===== src/rtcs_pkg.sv =====
/*
 * Constants of the tuner control and status register bank: register addresses,
 * field positions, reset values and the timing of the IF counting window.
 * Assumes a 40 MHz system clock.
 */
`default_nettype none
package rtcs_pkg;
	localparam int unsigned RTCS_CLK_HZ = 40_000_000;

	localparam logic [3:0] RTCS_ADDR_TUNER_CONTROL = 4'h4;
	localparam logic [3:0] RTCS_ADDR_FOUND_FREQUENCY = 4'h5;
	localparam logic [3:0] RTCS_ADDR_TUNING_CHECK = 4'h6;

	localparam int RTCS_CTRL_WIDTH = 13;
	localparam logic [12:0] RTCS_CTRL_RESET = 13'h08B2;

	localparam int RTCS_BIT_SW_PORT_MODE = 12;
	localparam int RTCS_BIT_IF_COUNT_TIME_SEL = 11;
	localparam int RTCS_BIT_AUDIO_FORCE_MUTE = 10;
	localparam int RTCS_BIT_SOFT_MUTE_EN = 9;
	localparam int RTCS_BIT_STEREO_NOISE_CANCEL_EN = 8;
	localparam int RTCS_BIT_HARD_MUTE = 7;
	localparam int RTCS_BIT_SEARCH_LEVEL_HI = 6;
	localparam int RTCS_BIT_SEARCH_LEVEL_LO = 5;
	localparam int RTCS_BIT_INJECTION_SIDE_SEL = 4;
	localparam int RTCS_BIT_FORCED_MONO = 3;
	localparam int RTCS_BIT_SW_PORT_VALUE = 2;
	localparam int RTCS_BIT_DEEMPHASIS_SEL = 1;
	localparam int RTCS_BIT_SEARCH_STOP_ON_FAIL = 0;

	localparam int RTCS_FREQ_WIDTH = 14;
	localparam int RTCS_IF_COUNT_WIDTH = 7;
	localparam int RTCS_LEVEL_WIDTH = 4;
	localparam int RTCS_CHECK_WIDTH = 14;
	localparam int RTCS_CHECK_POS_IF_LO = 9;
	localparam int RTCS_CHECK_POS_TIMEOUT = 8;
	localparam int RTCS_CHECK_POS_LEVEL_LO = 4;
	localparam int RTCS_CHECK_POS_LOCK = 3;
	localparam int RTCS_CHECK_POS_STEREO = 2;

	// IF count window lengths in nanoseconds and in clock cycles.
	localparam longint unsigned RTCS_IF_TIME_LONG_NS = 15_625_000;
	localparam longint unsigned RTCS_IF_TIME_SHORT_NS = 2_020_000;
	localparam int unsigned RTCS_IF_CYC_LONG =
		int'((RTCS_IF_TIME_LONG_NS * RTCS_CLK_HZ) / 64'd1_000_000_000);
	localparam int unsigned RTCS_IF_CYC_SHORT =
		int'((RTCS_IF_TIME_SHORT_NS * RTCS_CLK_HZ) / 64'd1_000_000_000);
	localparam int RTCS_TIMER_WIDTH = 20;
endpackage
`default_nettype wire


===== src/rtcs_status_capture.sv =====
/*
 * Read-only status holder: loads a status word from the tuner core on a strobe.
 * Assumes the tuner core holds its status stable while the strobe is high.
 */
`timescale 1ns/1ps
`default_nettype none
module rtcs_status_capture #(
	parameter int WIDTH = 14
) (
	input wire logic i_mclk,
	input wire logic i_srst,
	input wire logic i_load,
	input wire logic [WIDTH-1:0] i_value,
	output logic [WIDTH-1:0] o_value
);
	always_ff @(posedge i_mclk)
	begin
		if (i_srst)
			o_value <= '0;
		else if (i_load)
			o_value <= i_value;
	end
endmodule
`default_nettype wire


===== src/rtcs_period_timer.sv =====
/*
 * One-shot counting window timer with two selectable lengths.
 * Assumes a start pulse from the tuner core; the length is latched at start.
 */
`timescale 1ns/1ps
`default_nettype none
module rtcs_period_timer
	import rtcs_pkg::*;
#(
	parameter int unsigned LONG_CYCLES = RTCS_IF_CYC_LONG,
	parameter int unsigned SHORT_CYCLES = RTCS_IF_CYC_SHORT
) (
	input wire logic i_mclk,
	input wire logic i_srst,
	input wire logic i_start,
	input wire logic i_long_sel,
	output logic o_busy,
	output logic o_done
);
	logic [RTCS_TIMER_WIDTH-1:0] count;
	wire [RTCS_TIMER_WIDTH-1:0] load_long = RTCS_TIMER_WIDTH'(LONG_CYCLES - 1);
	wire [RTCS_TIMER_WIDTH-1:0] load_short = RTCS_TIMER_WIDTH'(SHORT_CYCLES - 1);
	wire last = o_busy && (count == '0);

	// A start while busy restarts the window so a retune never sees a stale count.
	always_ff @(posedge i_mclk)
	begin
		if (i_srst)
		begin
			count <= '0;
			o_busy <= 1'b0;
			o_done <= 1'b0;
		end
		else
		begin
			o_done <= last && !i_start;
			if (i_start)
			begin
				count <= i_long_sel ? load_long : load_short;
				o_busy <= 1'b1;
			end
			else if (last)
				o_busy <= 1'b0;
			else if (o_busy)
				count <= count - 1'b1;
		end
	end
endmodule
`default_nettype wire


===== src/rtcs_regs.sv =====
/*
 * Tuner control register bank: the low part of the tuner control register,
 * the found-frequency register and the tuning check register, with the
 * control outputs they steer and the IF counting window.
 * Assumes a serial front end (SPI or I2C) that turns host frames into
 * single-cycle register read and write strobes with a register address.
 */
`timescale 1ns/1ps
`default_nettype none
// Contract
// - IF count time bit picks 15.625 ms when set, 2.02 ms when clear; resets set.
// - Force-mute or hard-mute mutes both audio channels; hard mute resets one.
// - Bit 8 enables stereo noise cancel, bit 9 soft mute; both reset off.
// - Injection bit selects high-side when set, low-side when clear; resets one.
// - De-emphasis bit selects 50 us when set, 75 us when clear; resets one.
// - Search-stop bit set halts search on failed IF count with good level.
// - Found frequency is a read-only 14-bit field at address 5.
// - Tuning check at address 6 holds IF count 15:9 and level 7:4.
// - Tuning check bit 8 reads one on PLL timeout, zero when settled.
// - Tuning check bit 3 reads one when PLL lock is detected.
// - Software port pin follows ready flag in port mode, else the port bit.
module rtcs_regs
	import rtcs_pkg::*;
#(
	parameter int unsigned IF_LONG_CYCLES = RTCS_IF_CYC_LONG,
	parameter int unsigned IF_SHORT_CYCLES = RTCS_IF_CYC_SHORT
) (
	input wire logic i_mclk,
	input wire logic i_srst,
	input wire logic [3:0] i_reg_addr,
	input wire logic i_reg_wr,
	input wire logic [15:0] i_reg_wdata,
	input wire logic i_reg_rd,
	output logic [15:0] o_reg_rdata,
	input wire logic i_status_load,
	input wire logic [13:0] i_pll_found_freq,
	input wire logic [6:0] i_if_count,
	input wire logic i_tuning_timeout,
	input wire logic [3:0] i_level_count,
	input wire logic i_lock_detect,
	input wire logic i_pilot_detect,
	input wire logic i_tuner_ready_flag,
	input wire logic i_if_count_start,
	input wire logic i_search_active,
	input wire logic i_if_count_fail,
	input wire logic i_level_ok,
	output logic o_if_count_gate,
	output logic o_if_count_done,
	output logic o_search_halt,
	output logic o_audio_mute_left,
	output logic o_audio_mute_right,
	output logic o_soft_mute_en,
	output logic o_stereo_noise_cancel_en,
	output logic o_injection_high_side,
	output logic o_forced_mono,
	output logic o_deemphasis_50us,
	output logic [1:0] o_search_stop_level,
	output logic o_software_port_pin
);
	logic [RTCS_CTRL_WIDTH-1:0] tuner_control;
	logic [RTCS_FREQ_WIDTH-1:0] found_frequency;
	logic [RTCS_CHECK_WIDTH-1:0] tuning_check;
	logic search_halt;

	wire sel_ctrl = (i_reg_addr == RTCS_ADDR_TUNER_CONTROL);
	wire sel_freq = (i_reg_addr == RTCS_ADDR_FOUND_FREQUENCY);
	wire sel_check = (i_reg_addr == RTCS_ADDR_TUNING_CHECK);
	wire ctrl_wr = i_reg_wr && sel_ctrl;

	wire sw_port_mode = tuner_control[RTCS_BIT_SW_PORT_MODE];
	wire if_count_time_sel = tuner_control[RTCS_BIT_IF_COUNT_TIME_SEL];
	wire audio_force_mute = tuner_control[RTCS_BIT_AUDIO_FORCE_MUTE];
	wire hard_mute = tuner_control[RTCS_BIT_HARD_MUTE];
	wire sw_port_value = tuner_control[RTCS_BIT_SW_PORT_VALUE];
	wire search_stop_on_fail = tuner_control[RTCS_BIT_SEARCH_STOP_ON_FAIL];

	wire audio_mute = audio_force_mute || hard_mute;
	wire sw_port_next = sw_port_mode ? i_tuner_ready_flag : sw_port_value;

	// Packed status in the register's own bit order; the two unused low bits are added at readback.
	wire [RTCS_CHECK_WIDTH-1:0] check_in = {
		i_if_count,
		i_tuning_timeout,
		i_level_count,
		i_lock_detect,
		i_pilot_detect
	};

	wire [15:0] rd_ctrl = {3'b000, tuner_control};
	wire [15:0] rd_freq = {2'b00, found_frequency};
	wire [15:0] rd_check = {tuning_check, 2'b00};
	wire [15:0] rd_mux = sel_ctrl ? rd_ctrl :
		sel_freq ? rd_freq :
		sel_check ? rd_check : 16'h0000;

	always_ff @(posedge i_mclk)
	begin
		if (i_srst)
			tuner_control <= RTCS_CTRL_RESET;
		else if (ctrl_wr)
			tuner_control <= i_reg_wdata[RTCS_CTRL_WIDTH-1:0];
	end

	// Only the control address is writable; the status holders load solely from the tuner core.
	rtcs_status_capture #(
		.WIDTH(RTCS_FREQ_WIDTH)
	) u_freq (
		.i_mclk(i_mclk),
		.i_srst(i_srst),
		.i_load(i_status_load),
		.i_value(i_pll_found_freq),
		.o_value(found_frequency)
	);

	rtcs_status_capture #(
		.WIDTH(RTCS_CHECK_WIDTH)
	) u_check (
		.i_mclk(i_mclk),
		.i_srst(i_srst),
		.i_load(i_status_load),
		.i_value(check_in),
		.o_value(tuning_check)
	);

	rtcs_period_timer #(
		.LONG_CYCLES(IF_LONG_CYCLES),
		.SHORT_CYCLES(IF_SHORT_CYCLES)
	) u_if_timer (
		.i_mclk(i_mclk),
		.i_srst(i_srst),
		.i_start(i_if_count_start),
		.i_long_sel(if_count_time_sel),
		.o_busy(o_if_count_gate),
		.o_done(o_if_count_done)
	);

	// The halt decision is taken only at the end of a counting window, when the IF verdict is final.
	wire halt_now = search_stop_on_fail && i_search_active && o_if_count_done
		&& i_if_count_fail && i_level_ok;

	always_ff @(posedge i_mclk)
	begin
		if (i_srst)
		begin
			o_reg_rdata <= 16'h0000;
			search_halt <= 1'b0;
			o_audio_mute_left <= 1'b1;
			o_audio_mute_right <= 1'b1;
			o_software_port_pin <= 1'b0;
		end
		else
		begin
			if (i_reg_rd)
				o_reg_rdata <= rd_mux;
			search_halt <= halt_now;
			o_audio_mute_left <= audio_mute;
			o_audio_mute_right <= audio_mute;
			o_software_port_pin <= sw_port_next;
		end
	end

	assign o_search_halt = search_halt;
	assign o_soft_mute_en = tuner_control[RTCS_BIT_SOFT_MUTE_EN];
	assign o_stereo_noise_cancel_en = tuner_control[RTCS_BIT_STEREO_NOISE_CANCEL_EN];
	assign o_injection_high_side = tuner_control[RTCS_BIT_INJECTION_SIDE_SEL];
	assign o_forced_mono = tuner_control[RTCS_BIT_FORCED_MONO];
	assign o_deemphasis_50us = tuner_control[RTCS_BIT_DEEMPHASIS_SEL];
	assign o_search_stop_level = tuner_control[RTCS_BIT_SEARCH_LEVEL_HI:RTCS_BIT_SEARCH_LEVEL_LO];
endmodule
`default_nettype wire


===== config.mk =====
export PLATFORM = sky130hd
export DESIGN_NAME = rtcs_regs
export DESIGN_NICKNAME = d
export VERILOG_FILES = /design/src/rtcs_pkg.sv /design/src/rtcs_status_capture.sv /design/src/rtcs_period_timer.sv /design/src/rtcs_regs.sv
export SDC_FILE = /design/constraint.sdc
export NUM_CORES = 1
export LEC_CHECK = 0
export BUFFER_PORTS_ARGS = -buffer_cell sky130_fd_sc_hd__buf_2
export CAP_MARGIN = 20
export CORE_AREA = 8 8 111 93
export CTS_BUF_LIST = sky130_fd_sc_hd__clkbuf_8
export DETAILED_ROUTE_END_ITERATION = 7
export DIE_AREA = 0 0 119 101
export PLACE_DENSITY = 0.77
export SLEW_MARGIN = 20
export SYNTH_ARGS = -nofsm -noshare
export SYNTH_HDL_FRONTEND = slang
export SYNTH_SLANG_ARGS = --single-unit

===== constraint.sdc =====
create_clock -name i_mclk -period 5.8 [get_ports i_mclk]
set_input_delay 0.87 -clock i_mclk [delete_from_list [all_inputs] [get_ports i_mclk]]
set_output_delay 0.87 -clock i_mclk [all_outputs]
set_load 0.005 [all_outputs]

* After elaboration in Yosys (flattened, before gate mapping)
Cells that the tools add are included.
** Operators by class
- $add $sub $neg :: 1
- Equal/unequal tests :: 4
- Muxes and demuxes :: 10
- Reductions and logical operators :: 13
** Operators with widths (number)
- $mux 20 :: 4
- $mux 16 :: 3
- $logic_not 20->1 :: 1
- $sub 20x1->20 const B :: 1
- $eq 4x3->1 const B :: 3
- $logic_and 1x1->1 :: 7
- $reduce_bool 2->1 :: 2
- $mux 1 :: 3
- $ne 2x2->1 const B :: 1
- $reduce_and 2->1 :: 1
- $logic_not 1->1 :: 1
- $logic_or 1x1->1 :: 1
** Storage, ports and cells
- Flip-flop bits (word level) :: 82
- Output and inout port bits :: 29
- Logic and storage cells :: 38

* Depth between registers and ports, before layout
Gate-level depths: netlist (run 1).
- Depth in word-level cells :: 4
- Depth in mapped cells :: 7
- Gate-level depth less buffers :: 6

* By module
Synthesis (run 1) repeated with hierarchy kept, for this count alone.
** Second synthesis, totals
- Cells, all modules :: 401
- Area, all modules :: 3783.6 µm²
** By module, submodules not included
- rtcs_regs :: times used 1, cells each 168, area each 1537.7 µm², seq. area each 640.6 µm²
- rtcs_period_timer :: times used 1, cells each 143, area each 1229.9 µm², seq. area each 440.4 µm²
- rtcs_status_capture :: times used 2, cells each 45, area each 508.0 µm², seq. area each 280.3 µm²

* Worst setup path after synthesis (run 1)
Ideal clock, no wire load.
- Path kind :: register to register
- Start point :: reg u_if_timer.count[11]
- End point :: reg u_if_timer.count[17]
- Data arrival time :: 2.186 ns
- Data required time :: 5.730 ns
- Setup slack :: 3.544 ns
- Stages on the path, launching flop included :: 7
- Path buffers :: 1
- Clock period less this slack :: 2.256 ns
- Cells stage by stage :: dfxtp_1 or3_4 or3_1 buf_6 or4_4 or4_1 a21boi_1
** Between the ends
- Word-level cells in the longest chain between the ends :: 4
** Ends and longest elaborated chain
- start, declared :: line rtcs_period_timer.sv:20 : logic [RTCS_TIMER_WIDTH-1:0] count;
- start signal, assigned :: line rtcs_period_timer.sv:39 : count <= i_long_sel ? load_long : load_short;
- start signal, assigned :: line rtcs_period_timer.sv:45 : count <= count - 1'b1;
- $sub 20x1->20 / $logic_not 20->1 (equally long branches) :: line rtcs_period_timer.sv:45, rtcs_period_timer.sv:23
- $mux 20 / $logic_and 1x1->1 (equally long branches) :: line rtcs_period_timer.sv:44, rtcs_period_timer.sv:23
- $mux 20 / $ne 2x2->1 (equally long branches)
- $mux 20 / $reduce_and 2->1 (equally long branches)
Several ways; a longest one is shown, not always the timed one. The select of a mux whose other input is x is not followed.
A chain may end at the register's enable or synchronous reset.

* Worst setup path in the final report (run 1)
- Start point :: reg u_if_timer.count[11]
- End point :: reg u_if_timer.count[1]
** Between the ends
- Word-level cells in the longest chain between the ends :: 4
** Ends and longest elaborated chain
- $logic_not 20->1 :: line rtcs_period_timer.sv:23 : wire last = o_busy && (count == '0);
- $logic_and 1x1->1 :: line rtcs_period_timer.sv:23
- $ne 2x2->1 (no source line)
- $reduce_and 2->1 (no source line)
No other way between the ends.

==> results of run 1 <==
==> per-stage QoR <==
step	total power, mW	cells
after CTS	1.13	596
after floorplan	0.711	409
final	1.12	596
after detailed placement	0.757	580
after global placement	0.752	580
after global routing	1.17	596
==> layout by cell type (no fill, tap or decap), types with 4 or more instances in the layout <==
cell type  instances
a211oi_1           5
a21oi_1           34
a22o_1            12
buf_2             83
clkbuf_8           9
dfxtp_1           82
inv_1              5
mux2i_1           30
nand2_1           35
nand2b_1          32
nand3_1           12
nand3b_1           6
nor2_1            40
nor3_1             9
nor3b_1            4
o211ai_1          14
o21ai_0            5
or3_1              8
or4_1              8
==> routing by layer <==
layer	GRT usage [%]	vias to the layer above	wire (µm)
li1	-	1598	-
met1	20.4	1555	4450
met2	25.3	121	4500
met3	3.70	13	572
met4	6.60	0	161
met5	0	-	0
==> critical path, cell delays in order (launching register included) <==
cell,delay (ns)
dfxtp_1,0.35
or3_4,0.41
or3_1,0.45
nor4_4,0.90
nor2_1,0.14
a211oi_1,0.28
==> layout make-up <==
type / count / area, µm²
multi-input combinational: 293 / 1880
tap: 115 / 144
clock buffer: 9 / 124
fill: 817 / 4350
clock inverter: 7 / 53.8
inverter: 4 / 15.0
timing repair buffer: 86 / 438
sequential: 82 / 1640
==> flip-flops by register name, summed over array words and instances (netlist names) <==
register             count
o_reg_rdata             16
tuner_control           13
u_if_timer.o_busy        1
u_if_timer.count        20
u_check.o_value         14
u_if_timer.o_done        1
o_search_halt            1
u_freq.o_value          14
o_audio_mute_right       1
o_software_port_pin      1
==> cells by family (layout without fill, tap and decap cells) <==
logic type / after synthesis / in the layout / synth area share, %
buffers and inverters: 34 / 106 / 4.04
AND/OR/NAND/NOR: 169 / 169 / 25.0
AO/OA/AOI/OAI: 88 / 88 / 16.1
multiplexers: 32 / 32 / 8.82
adder cells (fa/ha/maj): 2 / 2 / 0.684
flip-flops: 82 / 82 / 44.9
XOR/XNOR: 2 / 2 / 0.479
==> power groups by stage <==
| stage | Clock, mW | Sequential (mW) | Combinational (mW) |
|---|---|---|---|
| floorplan | 0 | 0.614 | 0.0972 |
| global placement | 0 | 0.619 | 0.133 |
| detailed placement | 0 | 0.620 | 0.137 |
| CTS | 0.385 | 0.607 | 0.137 |
| global route | 0.407 | 0.612 | 0.152 |
| finish | 0.374 | 0.608 | 0.138 |
==> final timing paths <==
check | end | slack [ns]
worst max-delay path | u_if_timer.count[1] | 3.18
worst max register to register | u_if_timer.count[1] | 3.18
worst min-delay path | o_reg_rdata[6] | 0.48
worst min register to register | o_reg_rdata[6] | 0.48
==> results.ini, run 1 <==
[timing]
fin_tns_setup_ns=0
grt_setup_unrepaired=no
tightest_slew_ns=0.960
max-slew-margin-rel_pct=35.5
drv_slew=0
min_period_ns=2.62
final.period_utilization_pct=45.2
timing.final.ws_setup_ns=3.18
setup_viol=0
whs_ns=0.476
fin_skew_ns=0.0108
hold_viol_final=0
clock.fmax_mhz=381

[clocking]
cts_root_buf=clkbuf_8
cts_resized=0
clk_pin_slew_worst_paths_ns=0.09
clkSinkCount=82
clk_path_buf_depth=2
cts_hold_buf=0
cts_setup_buffers=0
htree_levels=3
cts_tree=done
cts_buffers=9
insertion_delay_ns=0.35

[setup_path]
cp-end-kind=flop
cp.arrival_ns=2.88
path_class=flop to flop
crit_required_ns=6.05
worstReg2RegStart=u_if_timer.count[11]
crit_start=u_if_timer.count[11]
reg2reg_depth=5
cp-start-kind=flop
crit_path_max_fanout=19

[yosys]
synth.distinct_cells=46
ys_seq_area_share_pct=44.9
syn_nets=469
synth_top_area_share_pct=44.9
synth-edff-count=0
synth_area_um2=3660
syn_avg_cell_area_um2=8.95
async_flop_share_pct=0
ys_top_cells_by_area=dfxtp_1 (45%), mux2i_1 (8.2%), nand2b_1 (5.5%)
synth_seq_cells=82
synth_commonest_cells=dfxtp_1 (82), nor2_1 (40), nand2_1 (35), a21oi_1 (34), nand2b_1 (32)
ys_warn_count=0
synth_cells=409
yosysMostFrequentCell=dfxtp_1
yosys.area.top_type=dfxtp_1
synth-main-ff-cell=dfxtp_1

[floorplan]
io-pin-count=87
rows=31
core_area_um2=8650
initial_core_util_pct=42.3
fp.dieW_um=119
fp.dieH_um=101
die-area_um2=12000

[drt]
drc_errors=0
vias=3287
drt_iter0_drc=209
antenna_left=0
vias_per_cell=5.52
wl_um=9690
wl_per_cell_um=16.3
first_pass_iters=5

[flow_run]
max-cap-violations=0

[grt]
grt_max_degree=79
grt.overflow.total=0
grt_pass1_vias=3197
grt_pass1_wl_um=15700
gr-usage-all-layers_pct=15.9
antenna_found_initial=0

[power_and_ir_drop]
seqPwrFrac_pct=54.3
ir_drop_uv=140
p_switching_mw=0.312
pwr-share-clk_pct=33.4
sw_frac_of_total_pct=27.9
power_leakage_nw=1.78
share_comb_of_total_power_pct=12.3
p_int_mw=0.807
p_per_area_nw_per_um2=261

[min_path]
hp-start=o_reg_rdata[6]
min_delay_path_depth=2
hp-class=flop to flop

[cells_and_area]
fin_area_um2=4300
fin_nets=536
finalCoreUtilization_pct=49.7
diodes=0
drive_gt1_share_pct=22.9
area_delta_synth_final_pct=17.4

[placement]
pre_cts_ws_ns=2.98
gp_congestion=0.931
dp_hpwl_um=6990
placed_area_um2=4120
io_buffers=83

[outcome]
status=finished clean

Power figures use the tool's default switching activity.
==> run 2: changes to the inputs <==
==> constraint.sdc (replaced) <==
create_clock -name i_mclk -period 2.44 [get_ports i_mclk]
set_input_delay 0.366 -clock i_mclk [delete_from_list [all_inputs] [get_ports i_mclk]]
set_output_delay 0.366 -clock i_mclk [all_outputs]
set_load 0.005 [all_outputs]
==> results.ini, run 2 (synthesis results as in run 1) <==
[timing]
final.period_utilization_pct=94.8  ; was 45.2%
setup_viol=0  ; unchanged
fin_skew_ns=0.00511  ; was 0.0108 ns
tightest_slew_ns=0.850  ; was 0.960 ns
min_period_ns=2.31  ; was 2.62 ns
fin_tns_setup_ns=0  ; unchanged
grt_setup_unrepaired=no  ; unchanged
hold_viol_final=0  ; unchanged
drv_slew=0  ; unchanged
max-slew-margin-rel_pct=43.4  ; was 35.5%
clock.fmax_mhz=432  ; was 381 MHz

[cells_and_area]
final_cell_mix=buf_2 (83), dfxtp_1 (82), nor2_1 (40), nand2_1 (35), a21oi_1 (34)  ; unchanged
area_delta_synth_final_pct=20.0  ; was 17.4%
largest-register=u_if_timer.count  ; unchanged
diodes=0  ; unchanged
largestRegisters=u_if_timer.count (20), o_reg_rdata (16)  ; unchanged
fill_cells=804  ; was 817
drive_gt1_share_pct=24.4  ; was 22.9%
fin_nets=546  ; was 536
finalCoreUtilization_pct=50.7  ; was 49.7%
layout_commonest_cell=buf_2  ; unchanged
largest_reg_flops=20  ; unchanged

[setup_path]
cp-end-kind=flop  ; unchanged
critical-path-slowest-cell=or4_4  ; was nor4_4
path_class=flop to flop  ; unchanged
cp.arrival_ns=2.60  ; was 2.88 ns
crit_path_max_fanout=5  ; was 19
crit_family=simple AND/OR/NAND/NOR gates  ; unchanged
crit_required_ns=2.72  ; was 6.05 ns
max_stage_delay_ns=0.56  ; was 0.90 ns
critPathBufInv=0  ; unchanged
crit_chain=or3_4 -> or3_1 -> or4_4 -> or4_1 -> a21boi_1  ; was or3_4 -> or3_1 -> nor4_4 -> nor2_1 -> a211oi_1
cp-start-kind=flop  ; unchanged

[floorplan]
fp.dieW_um=119  ; unchanged
io-pin-count=87  ; unchanged
rows=31  ; unchanged
die-area_um2=12000  ; unchanged
initial_core_util_pct=42.3  ; unchanged
fp.dieH_um=101  ; unchanged
core_area_um2=8650  ; unchanged

[clocking]
cts_buffers=9  ; unchanged
cts_root_buf=clkbuf_8  ; unchanged
clk_pin_slew_worst_paths_ns=0.09  ; about the same
clkSinkCount=82  ; unchanged
clk_path_buf_depth=2  ; unchanged
cts_hold_buf=0  ; unchanged
cts_tree=done  ; unchanged
insertion_delay_ns=0.35  ; about the same
cts_resized=0  ; unchanged
htree_levels=3  ; unchanged
cts_setup_buffers=0  ; unchanged

[grt]
grt_pass1_wl_um=17000  ; was 15,700 µm
gr-usage-all-layers_pct=17.4  ; was 15.9%
grt_max_degree=39  ; was 79
grt.overflow.total=0  ; unchanged
grt_pass1_vias=3505  ; was 3,197
antenna_found_initial=0  ; unchanged

[placement]
gp_congestion=0.925  ; was 0.931
dp_hpwl_um=7590  ; was 6990 µm
io_buffers=83  ; unchanged

[drt]
drt_iter0_drc=263  ; was 209
antenna_left=0  ; unchanged
drc_errors=0  ; unchanged
vias=3370  ; was 3,287
first_pass_iters=5  ; unchanged
wl_per_cell_um=17.0  ; was 16.3 µm
vias_per_cell=5.56  ; was 5.52
wl_um=10300  ; was 9690 µm

[power_and_ir_drop]
p_per_area_nw_per_um2=631  ; was 261 nW/µm²
power_leakage_nw=1.84  ; was 1.78 nW
ir_drop_uv=419  ; was 140 µV

[outcome]
status=finished clean  ; unchanged

[min_path]
hp-class=primary input to flop  ; was flop to flop

[flow_run]
max-cap-violations=0  ; unchanged

[run 2: cell count changes in the layout (fill, tap and decap cells not counted)]
cell / before / now
clkinv_2: 0 / 1
buf_4: 3 / 13
inv_6: 2 / 0
bufinv_16: 0 / 1
[run 2: area by class of cell]
| type | instances | area [µm²] | share of cell area [%] |
|---|---|---|---|
| flip-flops and latches | 82 | 1640 | 37.4 |
| well taps | 115 | 144 | 3.28 |
| clock buffers | 9 | 124 | 2.82 |
| clock inverters | 7 | 71.3 | 1.62 |
| multi-input cells | 293 | 1880 | 42.8 |
| inverters | 4 | 15.0 | 0.342 |
| repair buffers | 96 | 513 | 11.7 |
[run 2: power breakdown]
part	switching, mW	total [mW]	internal [mW]
Combinational	0.197	0.359	0.162
Clock	0.499	0.970	0.471
Sequential	0.0470	1.44	1.40
Total	0.743	2.77	2.03
[run 2: routing by layer]
| metal | wire [µm] | vias up | global-route usage [%] | part of all wire [%] |
|---|---|---|---|---|
| met1 | 4750 | 1609 | 22.0 | 46 |
| met3 | 564 | 17 | 4.31 | 5.5 |
| met5 | 0 | - | 0 | 0 |
| met2 | 4800 | 119 | 28.2 | 47 |
| met4 | 202 | 0 | 6.60 | 2.0 |
| li1 | - | 1625 | - | - |
[run 2: per-stage QoR]
step,worst slack (ns),total power [mW],hold slack [ns],cell area [µm²],instances
floorplan,0.184,1.69,0.438,3660,409
global placement,0.180,1.81,0.454,4190,590
detailed placement,0.143,1.83,0.458,4190,590
CTS,0.132,2.79,0.205,4390,606
global route,0.0352,2.90,0.217,4390,606
finish,0.126,2.77,0.218,4390,606
[run 2: final timing paths]
check,cells after the start,to,slack (ns),start
min,3,tuner_control[5],0.22,i_reg_wdata[5]
min reg2reg,2,o_reg_rdata[9],0.47,o_reg_rdata[9]
max,5,u_if_timer.count[17],0.13,u_if_timer.count[11]
max reg2reg,5,u_if_timer.count[17],0.13,u_if_timer.count[11]
[run 2: worst min-delay path: cells and delay by family]
family	cells	cell delay, ns
AND/OR/NAND/NOR	2	0.10
buffers and inverters	1	0.08
==> run 3: changes to the inputs <==
--- a/config.mk
+++ b/config.mk
@@ -7,11 +7,12 @@
 export LEC_CHECK = 0
 export BUFFER_PORTS_ARGS = -buffer_cell sky130_fd_sc_hd__buf_2
 export CAP_MARGIN = 20
-export CORE_AREA = 8 8 111 93
+export CORE_AREA = 8 8 74 140
 export CTS_BUF_LIST = sky130_fd_sc_hd__clkbuf_8
 export DETAILED_ROUTE_END_ITERATION = 7
-export DIE_AREA = 0 0 119 101
-export PLACE_DENSITY = 0.77
+export DIE_AREA = 0 0 82 148
+export MAX_ROUTING_LAYER = met4
+export PLACE_DENSITY = 0.76
 export SLEW_MARGIN = 20
 export SYNTH_ARGS = -nofsm -noshare
 export SYNTH_HDL_FRONTEND = slang
==> results.ini, run 3 (synthesis results as in run 1) <==
[cells_and_area]
fin_nets=547  ; was 546
layout_commonest_cell=buf_2  ; unchanged
largest_reg_flops=20  ; unchanged
largestRegisters=u_if_timer.count (20), o_reg_rdata (16)  ; unchanged
fin_area_um2=4410  ; was 4390 µm²
area_delta_synth_final_pct=20.7  ; was 20.0%
drive_gt1_share_pct=24.2  ; was 24.4%
final_cell_mix=buf_2 (83), dfxtp_1 (82), nor2_1 (40), nand2_1 (35), a21oi_1 (34)  ; unchanged
finalCoreUtilization_pct=51.8  ; was 50.7%
largest-register=u_if_timer.count  ; unchanged
diodes=0  ; unchanged
fill_cells=828  ; was 804

[setup_path]
cp.arrival_ns=2.57  ; was 2.60 ns
cp-end-kind=flop  ; unchanged
worstReg2RegStart=u_if_timer.count[11]  ; unchanged
rrSetupSlack_ns=0.1  ; was 0.13 ns
cp-start-kind=flop  ; unchanged
reg2reg_depth=6  ; was 5
crit_required_ns=2.66  ; was 2.72 ns
crit_path_max_fanout=5  ; unchanged
path_class=flop to flop  ; unchanged
r2r-end=u_if_timer.count[6]  ; was u_if_timer.count[17]

[placement]
placed_area_um2=4190  ; about the same
io_buffers=83  ; unchanged
dp_hpwl_um=8060  ; was 7590 µm
gp_congestion=0.969  ; was 0.925

[timing]
tightest_slew_ns=0.804  ; was 0.850 ns
max-slew-margin-rel_pct=46.4  ; was 43.4%
drv_slew=0  ; unchanged
fin_skew_ns=0.00821  ; was 0.00511 ns
clock.fmax_mhz=427  ; was 432 MHz
fin_tns_setup_ns=0  ; unchanged
setup_viol=0  ; unchanged
min_period_ns=2.34  ; was 2.31 ns
hold_viol_final=0  ; unchanged
final.period_utilization_pct=96.1  ; was 94.8%
grt_setup_unrepaired=no  ; unchanged

[power_and_ir_drop]
p_switching_mw=0.734  ; was 0.743 mW
power_leakage_nw=1.86  ; was 1.84 nW
ir_drop_uv=307  ; was 419 µV
seqPwrFrac_pct=49.8  ; was 52.1%
p_per_area_nw_per_um2=655  ; was 631 nW/µm²
pwr-share-clk_pct=37.4  ; was 35.0%
p_int_mw=2.16  ; was 2.03 mW
share_comb_of_total_power_pct=12.8  ; was 13.0%
sw_frac_of_total_pct=25.4  ; was 26.8%

[drt]
first_pass_iters=4  ; was 5
drc_errors=0  ; unchanged
met3_length_um=581  ; was 564 µm
antenna_left=0  ; unchanged
top_layer=met4  ; unchanged
vias=3312  ; was 3,370
vias_per_cell=5.59  ; was 5.56
met1_length_um=3800  ; was 4750 µm
drt_iter0_drc=193  ; was 263
wl_met2_um=6010  ; was 4800 µm
wl_um=10700  ; was 10,300 µm
wl_per_cell_um=18.0  ; was 17.0 µm

[min_path]
min_to=tuner_control[5]  ; unchanged
min_delay_path_depth=3  ; unchanged
hp-class=primary input to flop  ; unchanged
hp-start=i_reg_wdata[5]  ; unchanged

[grt]
grt_pass1_vias=3317  ; was 3,505
grt.overflow.total=0  ; unchanged
gr-usage-all-layers_pct=18.2  ; was 17.4%
antenna_found_initial=0  ; unchanged
grt_max_degree=33  ; was 39
grt_pass1_wl_um=16500  ; was 17,000 µm

[outcome]
status=finished clean  ; unchanged

[floorplan]
die-area_um2=12100  ; was 12,000 µm²
io-pin-count=87  ; unchanged
core_area_um2=8530  ; was 8650 µm²
fp.dieW_um=82  ; was 119 µm
initial_core_util_pct=42.9  ; was 42.3%
rows=48  ; was 31
fp.dieH_um=148  ; was 101 µm

[clocking]
cts_root_buf=clkbuf_8  ; unchanged
cts_buffers=9  ; unchanged
insertion_delay_ns=0.35  ; about the same
clk_pin_slew_worst_paths_ns=0.08  ; was 0.09 ns
cts_hold_buf=0  ; unchanged
htree_levels=3  ; unchanged
cts_setup_buffers=0  ; unchanged
cts_tree=done  ; unchanged
clk_path_buf_depth=2  ; unchanged
clkSinkCount=82  ; unchanged

[flow_run]
max-cap-violations=0  ; unchanged

==> run 3: changes by cell type in the layout (fill, tap and decap cells not counted) <==
cell       previous run  this run
buf_12                0         1
buf_4                13        12
buf_6                 0         1
bufinv_16             1         2
clkbuf_8              9        10
clkinv_2              1         0
clkinv_4              2         0
inv_1                 5         6
nor3b_1               4         5
nor3b_2               1         0
==> run 3: worst max-delay path by stage <==
stage	startpoint	end	slack [ns]	cells past startpoint
2_1_floorplan	u_if_timer.count[11]	u_if_timer.count[17]	0.18	6
3_3_place_gp	u_if_timer.count[11]	u_if_timer.count[15]	0.15	5
3_5_place_dp	u_if_timer.count[11]	u_if_timer.count[15]	0.13	5
4_1_cts	u_if_timer.count[11]	u_if_timer.count[17]	0.11	5
5_1_grt	u_if_timer.count[11]	u_if_timer.count[15]	0.006	5
6_report	u_if_timer.count[11]	u_if_timer.count[6]	0.1	6
==> run 3: cell type report <==
cell class              count  area, µm²  share of cell area (%)
inverters                   4       15.0                   0.340
well taps                 100        125                    2.83
multi-input cells         293       1880                    42.5
repair buffers             97        537                    12.2
clock inverters             6       82.6                    1.87
clock buffers              10        138                    3.12
flip-flops and latches     82       1640                    37.2
==> run 3: what timing repair did <==
item / 4_1_cts / 5_1_grt
gates resized for setup: 0 / 1
setup endpoints to repair: 0 / 2
endpoints found under the hold margin: 0 / 0
==> run 3: through the flow <==
step | setup slack (ns) | hold slack [ns] | total power [mW] | cells
after CTS | 0.107 | 0.210 | 2.91 | 592
after floorplan | 0.184 | 0.438 | 1.69 | 409
after detailed placement | 0.132 | 0.458 | 1.84 | 576
after global placement | 0.155 | 0.453 | 1.83 | 576
final | 0.0958 | 0.221 | 2.89 | 592
after global routing | 0.00597 | 0.213 | 3.01 | 592
==> run 3: power by group through the flow <==
stage | registers (mW) | logic, mW | clock network [mW]
CTS | 1.44 | 0.370 | 1.10
finish | 1.44 | 0.370 | 1.08
floorplan | 1.46 | 0.231 | 0
detailed placement | 1.47 | 0.368 | 0
global route | 1.45 | 0.404 | 1.16
global placement | 1.47 | 0.361 | 0
==> run 3: metal layers <==
metal  GRT usage (%)  vias to the layer above
li1                -                     1621
met4            7.08                        0
met5               -                        -
met3            3.59                       20
met2            32.9                       94
met1            18.0                     1577
==> run 3: critical path, stage by stage (launching register included) <==
cell and delay (ns):
dfxtp_1 0.35, or3_4 0.41, or3_1 0.40, buf_4 0.19, or4_1 0.64, nand4b_1 0.14, a31oi_1 0.09
